## src/shared/elc_consts.svh

```systemverilog
`ifndef ELC_CONSTS_SVH
`define ELC_CONSTS_SVH
// Overview of operation
// - One 8-bit control register steers line interface
// - Top three bits choose transmit build-out
// - Depth bit: 0 gives 128, 1 gives 32
// - Path bit places attenuator receive or transmit
// - Disable bit removes attenuator from path
// - Oversample received signal 32 times per bit
// - Recovered clock drives receive clock normally
// - No marks on line means carrier loss
// - Watch alternate clock input for presence
// - Loss with alternate clock: use that clock
// - Loss without alternate: crystal or transmit clock
// - Attenuator on receive side restores duty cycle
// - Output clock is crystal divided by four
// - Pull crystal to track incoming line rate
// - Excess jitter: divide 3.5 or 4.5 instead
// - Odd division sets limit-trip status flag
`define ELC_CTRL_OFS 8'h18
`define ELC_INFO_OFS 8'h19
`define ELC_CTRL_RST 8'h00
`define ELC_BO_HI 7
`define ELC_BO_LO 5
`define ELC_EGL_BIT 4
`define ELC_PATH_BIT 3
`define ELC_DEPTH_BIT 2
`define ELC_DIS_BIT 1
`define ELC_TPD_BIT 0
`define ELC_TRIP_BIT 5
`define ELC_ALT_BIT 1
`define ELC_LOSS_BIT 0
`define ELC_SYS_HZ 125000000
`define ELC_SYS_PERIOD_NS 8
`define ELC_XTAL_HZ 8192000
`define ELC_PLL_MULT 4
`define ELC_OS_RATE 32
`define ELC_NCO_W 32
`define ELC_DIV_NORM 4'h8
`define ELC_DIV_FAST 4'h7
`define ELC_DIV_SLOW 4'h9
`define ELC_DEPTH_DEEP 128
`define ELC_DEPTH_SHALLOW 32
`define ELC_JTR_DEEP_UI 120
`define ELC_JTR_SHALLOW_UI 28
`define ELC_ALT_TIMEOUT_NS 2000
`define ELC_LOS_BITS 255
`define ELC_RCLK_HI 2'h2
`define ELC_PULL_PPM 200
`define ELC_PPM_SCALE 1000000
`endif

```

## src/shared/elc_pkg.sv

```systemverilog
package elc_pkg;
  typedef enum logic [1:0] {ELC_SRC_RECOV, ELC_SRC_ALT, ELC_SRC_ATTEN, ELC_SRC_XTAL} elc_src_t;
  typedef struct packed {
    logic [7:0] ctrl;
    logic trip;
    logic [7:0] rdata;
    logic [1:0] rxp_s;
    logic [1:0] rxn_s;
    logic mark_d;
    logic [2:0] alt_s;
    logic [2:0] tx_s;
    logic [31:0] os_acc;
    logic [31:0] ja_acc;
    logic [4:0] phase;
    logic mark_seen;
    logic rec_bit;
    logic [1:0] rec_hi;
    logic [15:0] los_cnt;
    logic loss;
    logic [11:0] alt_cnt;
    logic alt_ok;
    logic [3:0] div_cnt;
    logic [3:0] div_sel;
    logic ja_clk;
    logic rd_d;
    elc_src_t src;
    logic rx_clk;
    logic rx_data;
    logic tx_pos;
    logic tx_neg;
    logic tx_polar;
    logic pull;
  } elc_top_st_t;
endpackage

```

## src/shared/elc_ja_if.sv

```systemverilog
`timescale 1ns/1ps
interface elc_ja_if;
  logic wr_en;
  logic wr_bit;
  logic rd_en;
  logic shallow;
  logic clear;
  logic rd_bit;
  logic [7:0] level;
  modport ctrl(output wr_en, output wr_bit, output rd_en, output shallow, output clear,
               input rd_bit, input level);
  modport store(input wr_en, input wr_bit, input rd_en, input shallow, input clear,
                output rd_bit, output level);
endinterface

```

## src/hw/elc_bitbuf.sv

```systemverilog
`timescale 1ns/1ps
`include "elc_consts.svh"
module elc_bitbuf
  import elc_pkg::*;
#(
  parameter int DEPTH = `ELC_DEPTH_DEEP
) (
  input wire logic i_clk_sys,
  input wire logic i_rst_n,
  elc_ja_if.store ja
);
  localparam int AW = $clog2(DEPTH);
  typedef struct packed {
    logic [DEPTH-1:0] mem;
    logic [AW-1:0] wp;
    logic [AW-1:0] rp;
    logic [AW:0] lvl;
    logic rd_bit;
  } elc_buf_t;
  localparam logic [AW-1:0] HALF_DEEP = AW'(DEPTH / 2);
  localparam logic [AW-1:0] HALF_SH = AW'(`ELC_DEPTH_SHALLOW / 2);
  // Power of two keeps the pointer wrap a plain mask
  if (DEPTH > `ELC_DEPTH_DEEP || DEPTH < `ELC_DEPTH_SHALLOW || (DEPTH & (DEPTH - 1)) != 0) begin : g_chk
    $error("elc_bitbuf: DEPTH must be a power of two from 32 to 128");
  end
  elc_buf_t st_reg;
  elc_buf_t st_next;
  logic [AW-1:0] mask;
  logic [AW:0] cap;
  logic wok;
  logic rok;
  assign mask = ja.shallow ? AW'(`ELC_DEPTH_SHALLOW - 1) : AW'(DEPTH - 1);
  assign cap = ja.shallow ? (AW + 1)'(`ELC_DEPTH_SHALLOW) : (AW + 1)'(DEPTH);
  assign wok = ja.wr_en && (st_reg.lvl < cap);
  assign rok = ja.rd_en && (st_reg.lvl != '0);
  // Restart centred so both jitter directions get equal room
  always_comb begin
    st_next = st_reg;
    if (ja.clear) begin
      st_next.wp = ja.shallow ? HALF_SH : HALF_DEEP;
      st_next.rp = '0;
      st_next.lvl = {1'b0, st_next.wp};
    end else begin
      if (wok) begin
        st_next.mem[st_reg.wp] = ja.wr_bit;
        st_next.wp = (st_reg.wp + AW'(1)) & mask;
      end
      if (rok) begin
        st_next.rd_bit = st_reg.mem[st_reg.rp];
        st_next.rp = (st_reg.rp + AW'(1)) & mask;
      end
      st_next.lvl = st_reg.lvl + (AW + 1)'(wok) - (AW + 1)'(rok);
    end
  end
  always_ff @(posedge i_clk_sys) begin
    if (!i_rst_n) begin
      st_reg <= '0;
    end else begin
      st_reg <= st_next;
    end
  end
  assign ja.rd_bit = st_reg.rd_bit;
  assign ja.level = 8'(st_reg.lvl);
endmodule

```

## src/hw/elc_top.sv

```systemverilog
// Local design decision: the address-and-strobe port.
`timescale 1ns/1ps
`include "elc_consts.svh"
module elc_top
  import elc_pkg::*;
#(
  parameter int LOS_BITS = `ELC_LOS_BITS,
  parameter int ALT_TIMEOUT_NS = `ELC_ALT_TIMEOUT_NS
) (
  input wire logic i_clk_sys,
  input wire logic i_rst_n,
  input wire logic [7:0] i_addr,
  input wire logic [7:0] i_wdata,
  input wire logic i_wr,
  input wire logic i_rd,
  output logic [7:0] o_rdata,
  input wire logic i_rx_line_pos,
  input wire logic i_rx_line_neg,
  input wire logic i_alt_clock_in,
  input wire logic i_tx_clock_in,
  input wire logic i_tx_data,
  output logic o_rx_clk,
  output logic o_rx_data,
  output logic o_rx_carrier_loss,
  output logic o_tx_line_pos,
  output logic o_tx_line_pos_oe,
  output logic o_tx_line_neg,
  output logic o_tx_line_neg_oe,
  output logic o_tx_power_down,
  output logic [2:0] o_buildout_sel,
  output logic o_eq_gain_limit,
  output logic o_xtal_load_low
);
  // Longest gap between alternate clock edges still counted as present
  localparam int ALT_CYC = (ALT_TIMEOUT_NS + `ELC_SYS_PERIOD_NS - 1) / `ELC_SYS_PERIOD_NS;
  localparam logic [11:0] ALT_LIM = 12'(ALT_CYC);
  localparam logic [15:0] LOS_LAST = 16'(LOS_BITS - 1);
  localparam logic [63:0] NCO_ONE = 64'h1 << `ELC_NCO_W;
  // Oversample rate: crystal times PLL factor, both edges used
  localparam logic [63:0] OS_INC64 =
    (NCO_ONE * 64'(`ELC_XTAL_HZ * `ELC_PLL_MULT * 2)) / 64'(`ELC_SYS_HZ);
  // Half-period ticks of the crystal allow the 3.5 division
  localparam logic [63:0] JA_INC64 = (NCO_ONE * 64'(`ELC_XTAL_HZ * 2)) / 64'(`ELC_SYS_HZ);
  localparam logic [31:0] OS_INC = OS_INC64[31:0];
  localparam logic [31:0] JA_INC = JA_INC64[31:0];
  localparam logic [31:0] JA_TRIM =
    32'((JA_INC64 * 64'(`ELC_PULL_PPM)) / 64'(`ELC_PPM_SCALE));
  localparam logic [4:0] OS_MID = 5'(`ELC_OS_RATE / 2 - 1);
  localparam logic [7:0] DP_CTR = 8'(`ELC_DEPTH_DEEP / 2);
  localparam logic [7:0] SH_CTR = 8'(`ELC_DEPTH_SHALLOW / 2);
  localparam logic [7:0] DP_HI = 8'(`ELC_DEPTH_DEEP / 2 + `ELC_JTR_DEEP_UI / 2);
  localparam logic [7:0] DP_LO = 8'(`ELC_DEPTH_DEEP / 2 - `ELC_JTR_DEEP_UI / 2);
  localparam logic [7:0] SH_HI = 8'(`ELC_DEPTH_SHALLOW / 2 + `ELC_JTR_SHALLOW_UI / 2);
  localparam logic [7:0] SH_LO = 8'(`ELC_DEPTH_SHALLOW / 2 - `ELC_JTR_SHALLOW_UI / 2);
  localparam elc_top_st_t ST_RST = '{
    ctrl: `ELC_CTRL_RST,
    div_sel: `ELC_DIV_NORM,
    src: ELC_SRC_RECOV,
    default: '0
  };

  // Counters are 16 and 12 bits wide
  if (LOS_BITS < 1 || LOS_BITS > 65535 || ALT_CYC < 2 || ALT_CYC > 4095) begin : g_chk
    $error("elc_top: LOS_BITS or ALT_TIMEOUT_NS out of range");
  end

  // Address match used by write and read decode
  function automatic logic f_hit(input logic [7:0] addr, input logic [7:0] ofs);
    f_hit = (addr == ofs);
  endfunction

  elc_top_st_t st_reg;
  elc_top_st_t st_next;
  elc_src_t src_next;
  logic [32:0] os_sum;
  logic [32:0] ja_sum;
  logic [31:0] ja_inc;
  logic os_tick;
  logic ja_tick;
  logic ja_on;
  logic rx_side;
  logic tx_side;
  logic mark;
  logic mark_rise;
  logic alt_rise;
  logic tx_rise;
  logic strobe;
  logic ja_wrap;
  logic lvl_hi;
  logic lvl_lo;
  logic [3:0] new_div;
  logic tx_ev;
  logic tx_bit;
  logic ctrl_wr;

  elc_ja_if ja();

  elc_bitbuf #(
    .DEPTH(`ELC_DEPTH_DEEP)
  ) u_buf (
    .i_clk_sys(i_clk_sys),
    .i_rst_n(i_rst_n),
    .ja(ja)
  );

  // Mode decode from the control register
  assign ctrl_wr = i_wr && f_hit(i_addr, `ELC_CTRL_OFS);
  assign ja_on = !st_reg.ctrl[`ELC_DIS_BIT];
  assign rx_side = ja_on && !st_reg.ctrl[`ELC_PATH_BIT];
  assign tx_side = ja_on && st_reg.ctrl[`ELC_PATH_BIT];

  // Edges only from the second and third synchroniser stages
  assign mark = st_reg.rxp_s[1] | st_reg.rxn_s[1];
  assign mark_rise = mark && !st_reg.mark_d;
  assign alt_rise = st_reg.alt_s[1] && !st_reg.alt_s[2];
  assign tx_rise = st_reg.tx_s[1] && !st_reg.tx_s[2];

  assign os_sum = {1'b0, st_reg.os_acc} + {1'b0, OS_INC};
  assign os_tick = os_sum[32];
  assign strobe = os_tick && !mark_rise && (st_reg.phase == OS_MID);

  // crystal pulled by trimming its rate
  always_comb begin
    if (st_reg.src == ELC_SRC_XTAL) begin
      ja_inc = JA_INC;
    end else if (st_reg.pull) begin
      ja_inc = JA_INC + JA_TRIM;
    end else begin
      ja_inc = JA_INC - JA_TRIM;
    end
  end
  assign ja_sum = {1'b0, st_reg.ja_acc} + {1'b0, ja_inc};
  assign ja_tick = ja_sum[32];
  assign ja_wrap = ja_tick && (st_reg.div_cnt == st_reg.div_sel - 4'h1);

  assign lvl_hi = ja.level > (ja.shallow ? SH_HI : DP_HI);
  assign lvl_lo = ja.level < (ja.shallow ? SH_LO : DP_LO);
  always_comb begin
    if (st_reg.src == ELC_SRC_XTAL || !ja_on) begin
      new_div = `ELC_DIV_NORM;
    end else if (lvl_hi) begin
      new_div = `ELC_DIV_FAST;
    end else if (lvl_lo) begin
      new_div = `ELC_DIV_SLOW;
    end else begin
      new_div = `ELC_DIV_NORM;
    end
  end

  // Buffer feed: recovered bits, alternate clock, or transmit clock
  always_comb begin
    if (rx_side) begin
      ja.wr_en = st_reg.loss ? (st_reg.alt_ok && alt_rise) : strobe;
      ja.wr_bit = !st_reg.loss && st_reg.mark_seen;
    end else begin
      ja.wr_en = tx_side && tx_rise;
      ja.wr_bit = i_tx_data;
    end
  end
  assign ja.rd_en = ja_wrap && ja_on;
  // depth bit to buffer; a write recentres at its new depth
  assign ja.shallow = ctrl_wr ? i_wdata[`ELC_DEPTH_BIT] : st_reg.ctrl[`ELC_DEPTH_BIT];
  // Mode change recentres; stale bits would otherwise leak out
  assign ja.clear = !ja_on || ctrl_wr || (st_reg.src == ELC_SRC_XTAL);

  // Transmit bits come from the buffer or straight from the framer
  assign tx_ev = tx_side ? st_reg.rd_d : tx_rise;
  assign tx_bit = tx_side ? ja.rd_bit : i_tx_data;

  // Receive clock source selection
  always_comb begin
    if (!st_reg.loss) begin
      src_next = rx_side ? ELC_SRC_ATTEN : ELC_SRC_RECOV;
    end else if (st_reg.alt_ok) begin
      src_next = rx_side ? ELC_SRC_ATTEN : ELC_SRC_ALT;
    end else begin
      src_next = tx_side ? ELC_SRC_ATTEN : ELC_SRC_XTAL;
    end
  end

  // Next-state logic for the whole block
  always_comb begin
    st_next = st_reg;
    if (ctrl_wr) begin
      st_next.ctrl = i_wdata;
    end
    // Read data valid only in the cycle after the strobe
    st_next.rdata = 8'h00;
    if (i_rd && f_hit(i_addr, `ELC_CTRL_OFS)) begin
      st_next.rdata = st_reg.ctrl;
    end else if (i_rd && f_hit(i_addr, `ELC_INFO_OFS)) begin
      st_next.rdata[`ELC_TRIP_BIT] = st_reg.trip;
      st_next.rdata[`ELC_ALT_BIT] = st_reg.alt_ok;
      st_next.rdata[`ELC_LOSS_BIT] = st_reg.loss;
      st_next.trip = 1'b0;
    end
    if (ja_wrap && new_div != `ELC_DIV_NORM) begin
      st_next.trip = 1'b1;
    end
    // Two-stage synchronisers for the line pair, three stages for the clock pins
    st_next.rxp_s = {st_reg.rxp_s[0], i_rx_line_pos};
    st_next.rxn_s = {st_reg.rxn_s[0], i_rx_line_neg};
    st_next.mark_d = mark;
    st_next.alt_s = {st_reg.alt_s[1:0], i_alt_clock_in};
    st_next.tx_s = {st_reg.tx_s[1:0], i_tx_clock_in};
    st_next.os_acc = os_sum[31:0];
    st_next.ja_acc = ja_sum[31:0];
    if (mark_rise) begin
      st_next.phase = 5'h00;
      st_next.mark_seen = 1'b1;
    end else if (os_tick) begin
      st_next.phase = st_reg.phase + 5'h01;
    end
    if (strobe) begin
      st_next.rec_bit = st_reg.mark_seen;
      st_next.mark_seen = 1'b0;
      st_next.rec_hi = `ELC_RCLK_HI;
      if (st_reg.mark_seen) begin
        st_next.los_cnt = 16'h0000;
        st_next.loss = 1'b0;
      end else if (st_reg.los_cnt == LOS_LAST) begin
        st_next.loss = 1'b1;
      end else begin
        st_next.los_cnt = st_reg.los_cnt + 16'h0001;
      end
    end else if (st_reg.rec_hi != 2'h0) begin
      st_next.rec_hi = st_reg.rec_hi - 2'h1;
    end
    if (alt_rise) begin
      st_next.alt_cnt = 12'h000;
    end else if (st_reg.alt_cnt != ALT_LIM) begin
      st_next.alt_cnt = st_reg.alt_cnt + 12'h001;
    end
    st_next.alt_ok = (st_reg.alt_cnt != ALT_LIM);
    // crystal divider, ratio picked per period
    if (ja_wrap) begin
      st_next.div_cnt = 4'h0;
      st_next.div_sel = new_div;
    end else if (ja_tick) begin
      st_next.div_cnt = st_reg.div_cnt + 4'h1;
    end
    st_next.ja_clk = st_reg.div_cnt < (st_reg.div_sel >> 1);
    st_next.rd_d = ja.rd_en;
    // fill above centre speeds the crystal
    st_next.pull = ja.level > (ja.shallow ? SH_CTR : DP_CTR);
    st_next.src = src_next;
    // Receive clock and data mux
    case (st_reg.src)
      ELC_SRC_RECOV: begin
        st_next.rx_clk = (st_reg.rec_hi != 2'h0);
        st_next.rx_data = st_reg.rec_bit;
      end
      ELC_SRC_ALT: begin
        st_next.rx_clk = st_reg.alt_s[2];
        st_next.rx_data = 1'b0;
      end
      ELC_SRC_ATTEN: begin
        st_next.rx_clk = st_reg.ja_clk;
        st_next.rx_data = rx_side && ja.rd_bit;
      end
      ELC_SRC_XTAL: begin
        st_next.rx_clk = st_reg.ja_clk;
        st_next.rx_data = 1'b0;
      end
      default: begin
        st_next.rx_clk = 1'b0;
        st_next.rx_data = 1'b0;
      end
    endcase
    // Alternate mark inversion on the transmit pair
    if (tx_ev) begin
      if (tx_bit) begin
        st_next.tx_pos = !st_reg.tx_polar;
        st_next.tx_neg = st_reg.tx_polar;
        st_next.tx_polar = !st_reg.tx_polar;
      end else begin
        st_next.tx_pos = 1'b0;
        st_next.tx_neg = 1'b0;
      end
    end
    if (st_reg.ctrl[`ELC_TPD_BIT]) begin
      st_next.tx_pos = 1'b0;
      st_next.tx_neg = 1'b0;
    end
  end

  // Single state register
  always_ff @(posedge i_clk_sys) begin
    if (!i_rst_n) begin
      st_reg <= ST_RST;
    end else begin
      st_reg <= st_next;
    end
  end

  // Outputs straight from flip-flops
  assign o_rdata = st_reg.rdata;
  assign o_rx_clk = st_reg.rx_clk;
  assign o_rx_data = st_reg.rx_data;
  assign o_rx_carrier_loss = st_reg.loss;
  assign o_tx_line_pos = st_reg.tx_pos;
  assign o_tx_line_neg = st_reg.tx_neg;
  assign o_tx_line_pos_oe = !st_reg.ctrl[`ELC_TPD_BIT];
  assign o_tx_line_neg_oe = !st_reg.ctrl[`ELC_TPD_BIT];
  assign o_tx_power_down = st_reg.ctrl[`ELC_TPD_BIT];
  assign o_buildout_sel = st_reg.ctrl[`ELC_BO_HI:`ELC_BO_LO];
  assign o_eq_gain_limit = st_reg.ctrl[`ELC_EGL_BIT];
  assign o_xtal_load_low = st_reg.pull;
endmodule

```

## config.mk

```make
export PLATFORM = sky130hd
export DESIGN_NAME = elc_top
export DESIGN_NICKNAME = d
export VERILOG_FILES = /design/src/shared/elc_pkg.sv /design/src/shared/elc_ja_if.sv /design/src/hw/elc_bitbuf.sv /design/src/hw/elc_top.sv
export VERILOG_INCLUDE_DIRS = /design/src /design/src/shared
export SDC_FILE = /design/constraint.sdc
export NUM_CORES = 1
export LEC_CHECK = 0
export ABC_AREA = 1
export ABC_CLOCK_PERIOD_IN_PS = 4200
export BUFFER_PORTS_ARGS = -buffer_cell sky130_fd_sc_hd__buf_2
export CAP_MARGIN = 20
export CORE_MARGIN = 8
export CORE_UTILIZATION = 50
export DETAILED_ROUTE_END_ITERATION = 16
export PLACE_DENSITY_LB_ADDON = 0.1
export SLEW_MARGIN = 20
export SYNTH_ARGS = -nofsm -noshare
export SYNTH_HDL_FRONTEND = slang
export SYNTH_HIERARCHICAL = 1
export SYNTH_SLANG_ARGS = --single-unit
export TNS_END_PERCENT = 10
```

## constraint.sdc

```tcl
create_clock -name i_clk_sys -period 4.2 [get_ports i_clk_sys]
set_clock_uncertainty 0.05 [all_clocks]
set_input_delay 0.42 -clock i_clk_sys [delete_from_list [all_inputs] [get_ports i_clk_sys]]
set_output_delay 0.42 -clock i_clk_sys [all_outputs]
set_load 0.02 [all_outputs]
```

## Yosys cells after proc, flatten, opt, wreduce, memory -nomap -nowiden

Index checks and enable logic that the tools add are counted.

- Register bits: 300
- Input bits: 25
- Output and inout bits: 21
- Word-level logic and storage cells: 170

- Add/sub/neg operators: 12
- Magnitude comparators: 8
- Equality and inequality tests: 12
- Multiplexer cells: 44
- Bitwise logic cells: 5
- Reductions and logical operators: 52

Operators by type and width:

| cell | count |
|---|---|
| 128-bit bitwise mux | 1 |
| 7-bit 2-to-1 mux | 6 |
| 32-bit by 32-bit adder with 33-bit output | 1 |
| 32-bit by 32-bit adder with 33-bit output (second input constant) | 1 |
| 32-bit 2-to-1 mux | 1 |
| 22-bit 2-to-1 mux | 1 |
| 1-bit logical AND | 20 |
| 18-bit 2-to-1 mux | 1 |
| 2-bit 2-to-1 mux | 9 |
| 17-bit 2-to-1 mux | 1 |
| 16-bit by 1-bit adder with 16-bit output (second input constant) | 1 |
| 16-bit by 8-bit == test with 1-bit output (second input constant) | 1 |
| 8-bit by 5-bit == test with 1-bit output (second input constant) | 2 |
| 8-bit by 7-bit greater-than comparator with 1-bit output | 2 |
| 7-bit by 8-bit < comparator with 1-bit output (second input constant) | 2 |
| 1-bit 2-to-1 mux | 16 |
| 16-bit 2-to-1 mux | 1 |
| 7-bit by 1-bit adder with 7-bit output (second input constant) | 2 |
| 7-bit AND | 2 |
| 2-bit AND reduction | 7 |
| 12-bit by 1-bit adder with 12-bit output (second input constant) | 1 |
| 12-bit by 8-bit inequality test with 1-bit output (second input constant) | 1 |
| 2-bit OR reduction | 6 |
| 2-bit nonzero test | 5 |
| other kinds (29) | 42 |

## Depth between registers and ports, before layout

- Depth in word-level cells: 12
- Gate-level depth with buffers: 30
- Mapped depth without buffers: 30

## By module

Netlist, hierarchy kept.

By module, submodules not included:

| module | instances | cells an instance | area an instance (µm²) | seq. area each (µm²) |
|---|---|---|---|---|
| elc_top | 1 | 1290 | 8406.8 | 2962.8 |
| elc_bitbuf | 1 | 1139 | 7907.6 | 3022.9 |

## Least setup slack after synthesis

OpenSTA, ideal clock, no wires.

- Path type: input port to flip-flop
- Start: in i_addr[0]
- End: reg u_buf.st_reg, in the netlist u_buf/ja.level[6]
- Library setup time: 57 ps
- Data arrival time: 3825 ps
- Data required time: 4093 ps
- Slack: 268 ps
- Stages on the path: 24
- Buffers on the path: 3
- Cells stage by stage: nor4_1 > nand3_1 > clkbuf_1 > nand2_1 > nand2_1 > ha_1 > o31ai_4 > nand3_4 > inv_2 > buf_6 > buf_4 > nand2_1 > nand2_1 > ha_1 > fa_1 > a21oi_1 > o21ai_0 > nand2_1 > nand2_1 > a21oi_1 > a21oi_1 > o21ai_0 > nand3_1 > inv_1

- Word-level cells in the longest chain between the ends: 9
- Elaborated cells between the ends (all ways): 12
- Classes of those cells: add/sub (2); order compare (1); eq/ne (1); mux (4); reduce/logical (4)

RTL lines:

| element | line | RTL |
|---|---|---|
| from (decl) | elc_top.sv:12 | `input wire logic [7:0] i_addr,` |
| 8-bit by 5-bit == test with 1-bit output (*) | elc_top.sv:69 | `f_hit = (addr == ofs);` |
| 1-bit logical AND (*) | elc_top.sv:107 | `` assign ctrl_wr = i_wr && f_hit(i_addr, `ELC_CTRL_OFS); `` |
| 1-bit 2-to-1 mux (*) | elc_top.sv:162 | `` assign ja.shallow = ctrl_wr ? i_wdata[`ELC_DEPTH_BIT] : st_reg.ctrl[`ELC_DEPTH_BIT]; `` |
| net ja.shallow | elc_ja_if.sv:6 | `logic shallow;` |
| 8-bit 2-to-1 mux | elc_bitbuf.sv:33 | `` assign cap = ja.shallow ? (AW + 1)'(`ELC_DEPTH_SHALLOW) : (AW + 1)'(DEPTH); `` |
| 8-bit < comparator | elc_bitbuf.sv:34 | `assign wok = ja.wr_en && (st_reg.lvl < cap);` |
| 1-bit logical AND | elc_bitbuf.sv:34 |  |
| 8-bit by 1-bit adder with 8-bit output | elc_bitbuf.sv:52 | `st_next.lvl = st_reg.lvl + (AW + 1)'(wok) - (AW + 1)'(rok);` |
| 8-bit by 1-bit subtractor with 8-bit output | elc_bitbuf.sv:52 |  |
| 22-bit 2-to-1 mux (*) | elc_bitbuf.sv:39 | `if (ja.clear) begin` |
| to (signal assigned) | elc_bitbuf.sv:59 | `st_reg <= st_next;` |
| to (decl) | elc_bitbuf.sv:26 | `elc_buf_t st_reg;` |

Mark *: on every way through the listed nets, which the timed path passes. The rest lies on a longest branch.
A chain may end at the register's enable or synchronous reset.

==> results.txt <==
The run finished with clean final reports. The sum of net half-perimeters after detailed placement came out at 30200 um. After detailed placement, the total cell area comes to 0.0168 sq mm.

For this run, the register share of the synthesized area comes to 36.7%. The pin slew with the least headroom to its limit is 1.09 ns. Leaving out fill and tap cells, the most frequent cell in the layout is sky130_fd_sc_hd__nand2_1. The die height is 197 um. For this run, asynchronously set or reset flops after synthesis account for 0%. The H-tree depth reported by CTS is 2. The synthesized design contains 0 enable-type register cells. The number of antenna-violating nets in the routed design came out at 0. Of the total synthesized cell area, the portion taken by full adders, half adders and majority gates is 3.54%.

In this run the core area contains 66 standard-cell rows. Synthesis produced 2429 cells. After detailed routing, the number of remaining DRC violations is 0. The total detailed-routing wirelength is 46300 um. The path class of the tightest hold or removal check is in2reg. The worst setup path is launched from a register. The clock latency of the later-clocked register in the worst-skew pair came out at 0.52 ns.

The routed wire length per instance came out at 16.0 um. The post-synthesis simple-gate area fraction is 32.6%. The peak supply drop came out at 0.000328 V.

In this design, the critical path's most frequently occurring cell is sky130_fd_sc_hd__nand2_1. The flip-flop and latch count after synthesis is 299. The final critical-path share of the clock period is 91.4%.

The number of max-cap violations is 0. The compound-gate portion of the synthesized area is 15.7%. The flip-flop count of the largest register after layout came out at 142.

The number of clock sinks is 299. The standby leakage power is 7.35 nW. The critical path in this run is classified as reg2reg. The horizontal die dimension is 197 um. The depth of the most critical reg-to-reg path came out at 30. The final count of hold timing violations came out at 0.

The post-layout minimum cycle time is 3.84 ns. The buffer levels on the longest clock path came out at 3. The critical path's slowest cell is sky130_fd_sc_hd__fa_2. The share of synthesized area spent on multiplexers came out at 0.0690%. The number of antenna violations at the first check in global routing came to 0.

The signal arrival time at the worst endpoint is 4.25 ns. The via count is 15977. The number of nets in the layout is 2502. The area share of xor/xnor cells in the synthesized design came out at 1.18%. In this run the clock root is driven by a sky130_fd_sc_hd__clkbuf_16. In this run, post-CTS hold repair placed 0 buffers. The register clock-pin slew on the reported worst setup and hold paths is 0.06 ns. The count of port buffers added during placement came out at 45. The register-to-register path setup slack is 0.36 ns. The launch point of the worst hold path is i_rx_line_pos. When the netlist entered floorplanning its net count stood at 2499. The global-route usage over all layers is 23.5%. The layout cell share with drive strength beyond 1 came out at 9.77%. The leading register cell type out of synthesis is sky130_fd_sc_hd__dfxtp_1. The placeable core region came out at 0.0324 sq mm. Dividing total power by cell area gives a power density of 396 mW/mm^2. The synthesis-to-finish area growth is 11.2%.

In the layout the commonest cells are sky130_fd_sc_hd__nand2_1 (477), sky130_fd_sc_hd__dfxtp_1 (298), sky130_fd_sc_hd__a21oi_1 (274). The number of unique standard cell types used by synthesis came out at 54. The relative slew slack is 27.5%. The max-slew violation count is 0. The via count of the first global-routing pass is 14935. After routing the design area is 0.0181 sq mm. The synthesized area per cell is 6.72 sq um. The number of iterations in the first detailed-routing pass is 5. The worst slack after detailed placement came out at 0.0431 ns. Entering global routing, the biggest net connects 77 pins. The mapped netlist covers 0.0163 sq mm. The clock buffer count from CTS came out at 36. Data on the critical path is required at its endpoint by 4.61 ns. TritonCTS built the clock tree. The family of cells with the greatest summed delay on the critical path is simple AND/OR/NAND/NOR gates. The startpoint of the worst-slack reg-to-reg timing path is st_reg[6]$_SDFF_PN0_. The buffering stage count on the worst path with inverters included is 4. On the worst path, the slowest cell contributes a delay of 0.37 ns. After synthesis, the largest family of logic cells by area is simple AND/OR/NAND/NOR gates.

The total die area came out at 0.0387 sq mm. The number of violations reported at the end of detailed-routing iteration 0 is 1141. The number of warnings printed during yosys synthesis is 6. Based on the critical path, the design can be clocked at up to 261 MHz. Of all nets on the critical path, the largest fanout is 7. The final weighted congestion in routability-driven placement came out at 0.891. The starting density of the core came out at 50.4%. The number of I/O pins came out at 46. The worst setup path is captured at a register.

The worst register-to-register path ends at u_buf/ja.level[6]$_SDFF_PN0_. Using the TritonRoute via totals, the vias-per-cell ratio works out to 5.51. The residual overflow from global routing is 0. Counting instances, the worst hold path has a depth of 3. The first global-routing pass estimated 76000 um of wire. The count of inserted antenna diode cells is 0. The number of setup violations in the final report came out at 0. The worst hold path terminates at st_next[131]$_SDFF_PN0_.

After layout, the worst setup slack is 0.363 ns.
how the worst max path moves through the flow:
stage / end / cells past startpoint / start / slack, ns
global placement: u_buf/ja.level[6]$_SDFF_PN0_ / 30 / st_reg[6]$_SDFF_PN0_ / 0.1
finish: u_buf/ja.level[6]$_SDFF_PN0_ / 30 / st_reg[6]$_SDFF_PN0_ / 0.36
CTS: u_buf/ja.level[6]$_SDFF_PN0_ / 30 / st_reg[6]$_SDFF_PN0_ / 0.03
global route: u_buf/ja.level[6]$_SDFF_PN0_ / 30 / st_reg[6]$_SDFF_PN0_ / -0.007
detailed placement: u_buf/ja.level[6]$_SDFF_PN0_ / 30 / st_reg[6]$_SDFF_PN0_ / 0.04
floorplan: u_buf/ja.level[6]$_SDFF_PN0_ / 24 / i_addr[0] / 0.27
where the power goes:
| part | switching, mW | internal [mW] |
|---|---|---|
| sequential | 0.128 | 2.95 |
| combinational | 0.557 | 0.254 |
| clock | 1.24 | 2.06 |
synth_stat cells (all sizes together), types with 2 or more instances:
| master | n | area (sq um) |
|---|---|---|
| dfxtp | 299 | 5990 |
| o22ai | 5 | 31.3 |
| nor3b | 4 | 30.0 |
| clkinv | 4 | 15.0 |
| a31oi | 3 | 18.8 |
| inv | 286 | 1070 |
| o21ai | 136 | 684 |
| nor3 | 157 | 846 |
| or2 | 4 | 25.0 |
| xor2 | 16 | 140 |
| nand4 | 41 | 282 |
| a311oi | 19 | 166 |
| o21a | 4 | 30.0 |
| nor2 | 259 | 1050 |
| nand3 | 204 | 1070 |
| fa | 2 | 40.0 |
| xnor2 | 6 | 52.6 |
| buf | 51 | 325 |
| a21oi | 277 | 1390 |
| nand2 | 494 | 1900 |
| a221oi | 2 | 17.5 |
| ha | 43 | 538 |
| a32oi | 2 | 17.5 |
| nor4 | 14 | 103 |
| clkbuf | 67 | 253 |
| o211ai | 13 | 97.6 |
| o31ai | 2 | 28.8 |
| o21bai | 7 | 52.6 |
| and2 | 2 | 12.5 |
metal layers:
metal	routed length (um)	global-route usage, %	vias up
li1	-	-	8067
met1	20600	30.6	7259
met2	21100	39.5	555
met3	3250	3.14	96
met4	1360	8.41	0
met5	0	0	-
logic make-up after synthesis:
logic type,Yosys count
compound gates,474
mux,1
fa+ha+maj,45
xor+xnor,22
simple gates,1180
flops,299
buf+inv,408
what timing repair did:
item	4_1_cts	5_1_grt
buffers inserted	0	3
endpoints found under the setup margin	0	2
resized for setup	0	13
area by class of cell:
class	instances	area, sq um
clock buffers	48	1050
clock inverters	14	211
fillers	3175	14200
inverters	290	1090
multi-input cells	1722	8730
flip-flops and latches	299	5990
well taps	442	553
repair buffers	83	526
tightest hold or removal path, delay by kind of cell:
family / cells / cell delay, ns
buffers and inverters: 2 / 0.12
and+or+nand+nor: 1 / 0.04
stage by stage:
step	hold WS (ns)	total power, mW	TNS (ns)	std cells	utilization (%)
2_1_floorplan	0.340	3.70	0	2429	-
3_3_place_gp	0.343	3.91	0	2833	51.9
3_5_place_dp	0.353	3.92	0	2833	51.9
4_1_cts	0.0107	7.23	0	2895	55.8
5_1_grt	0.0170	7.50	-0.00692	2898	56.0
6_report	0.0257	7.19	0	2898	56.0
Note: power is estimated with default switching activity, not from simulation.
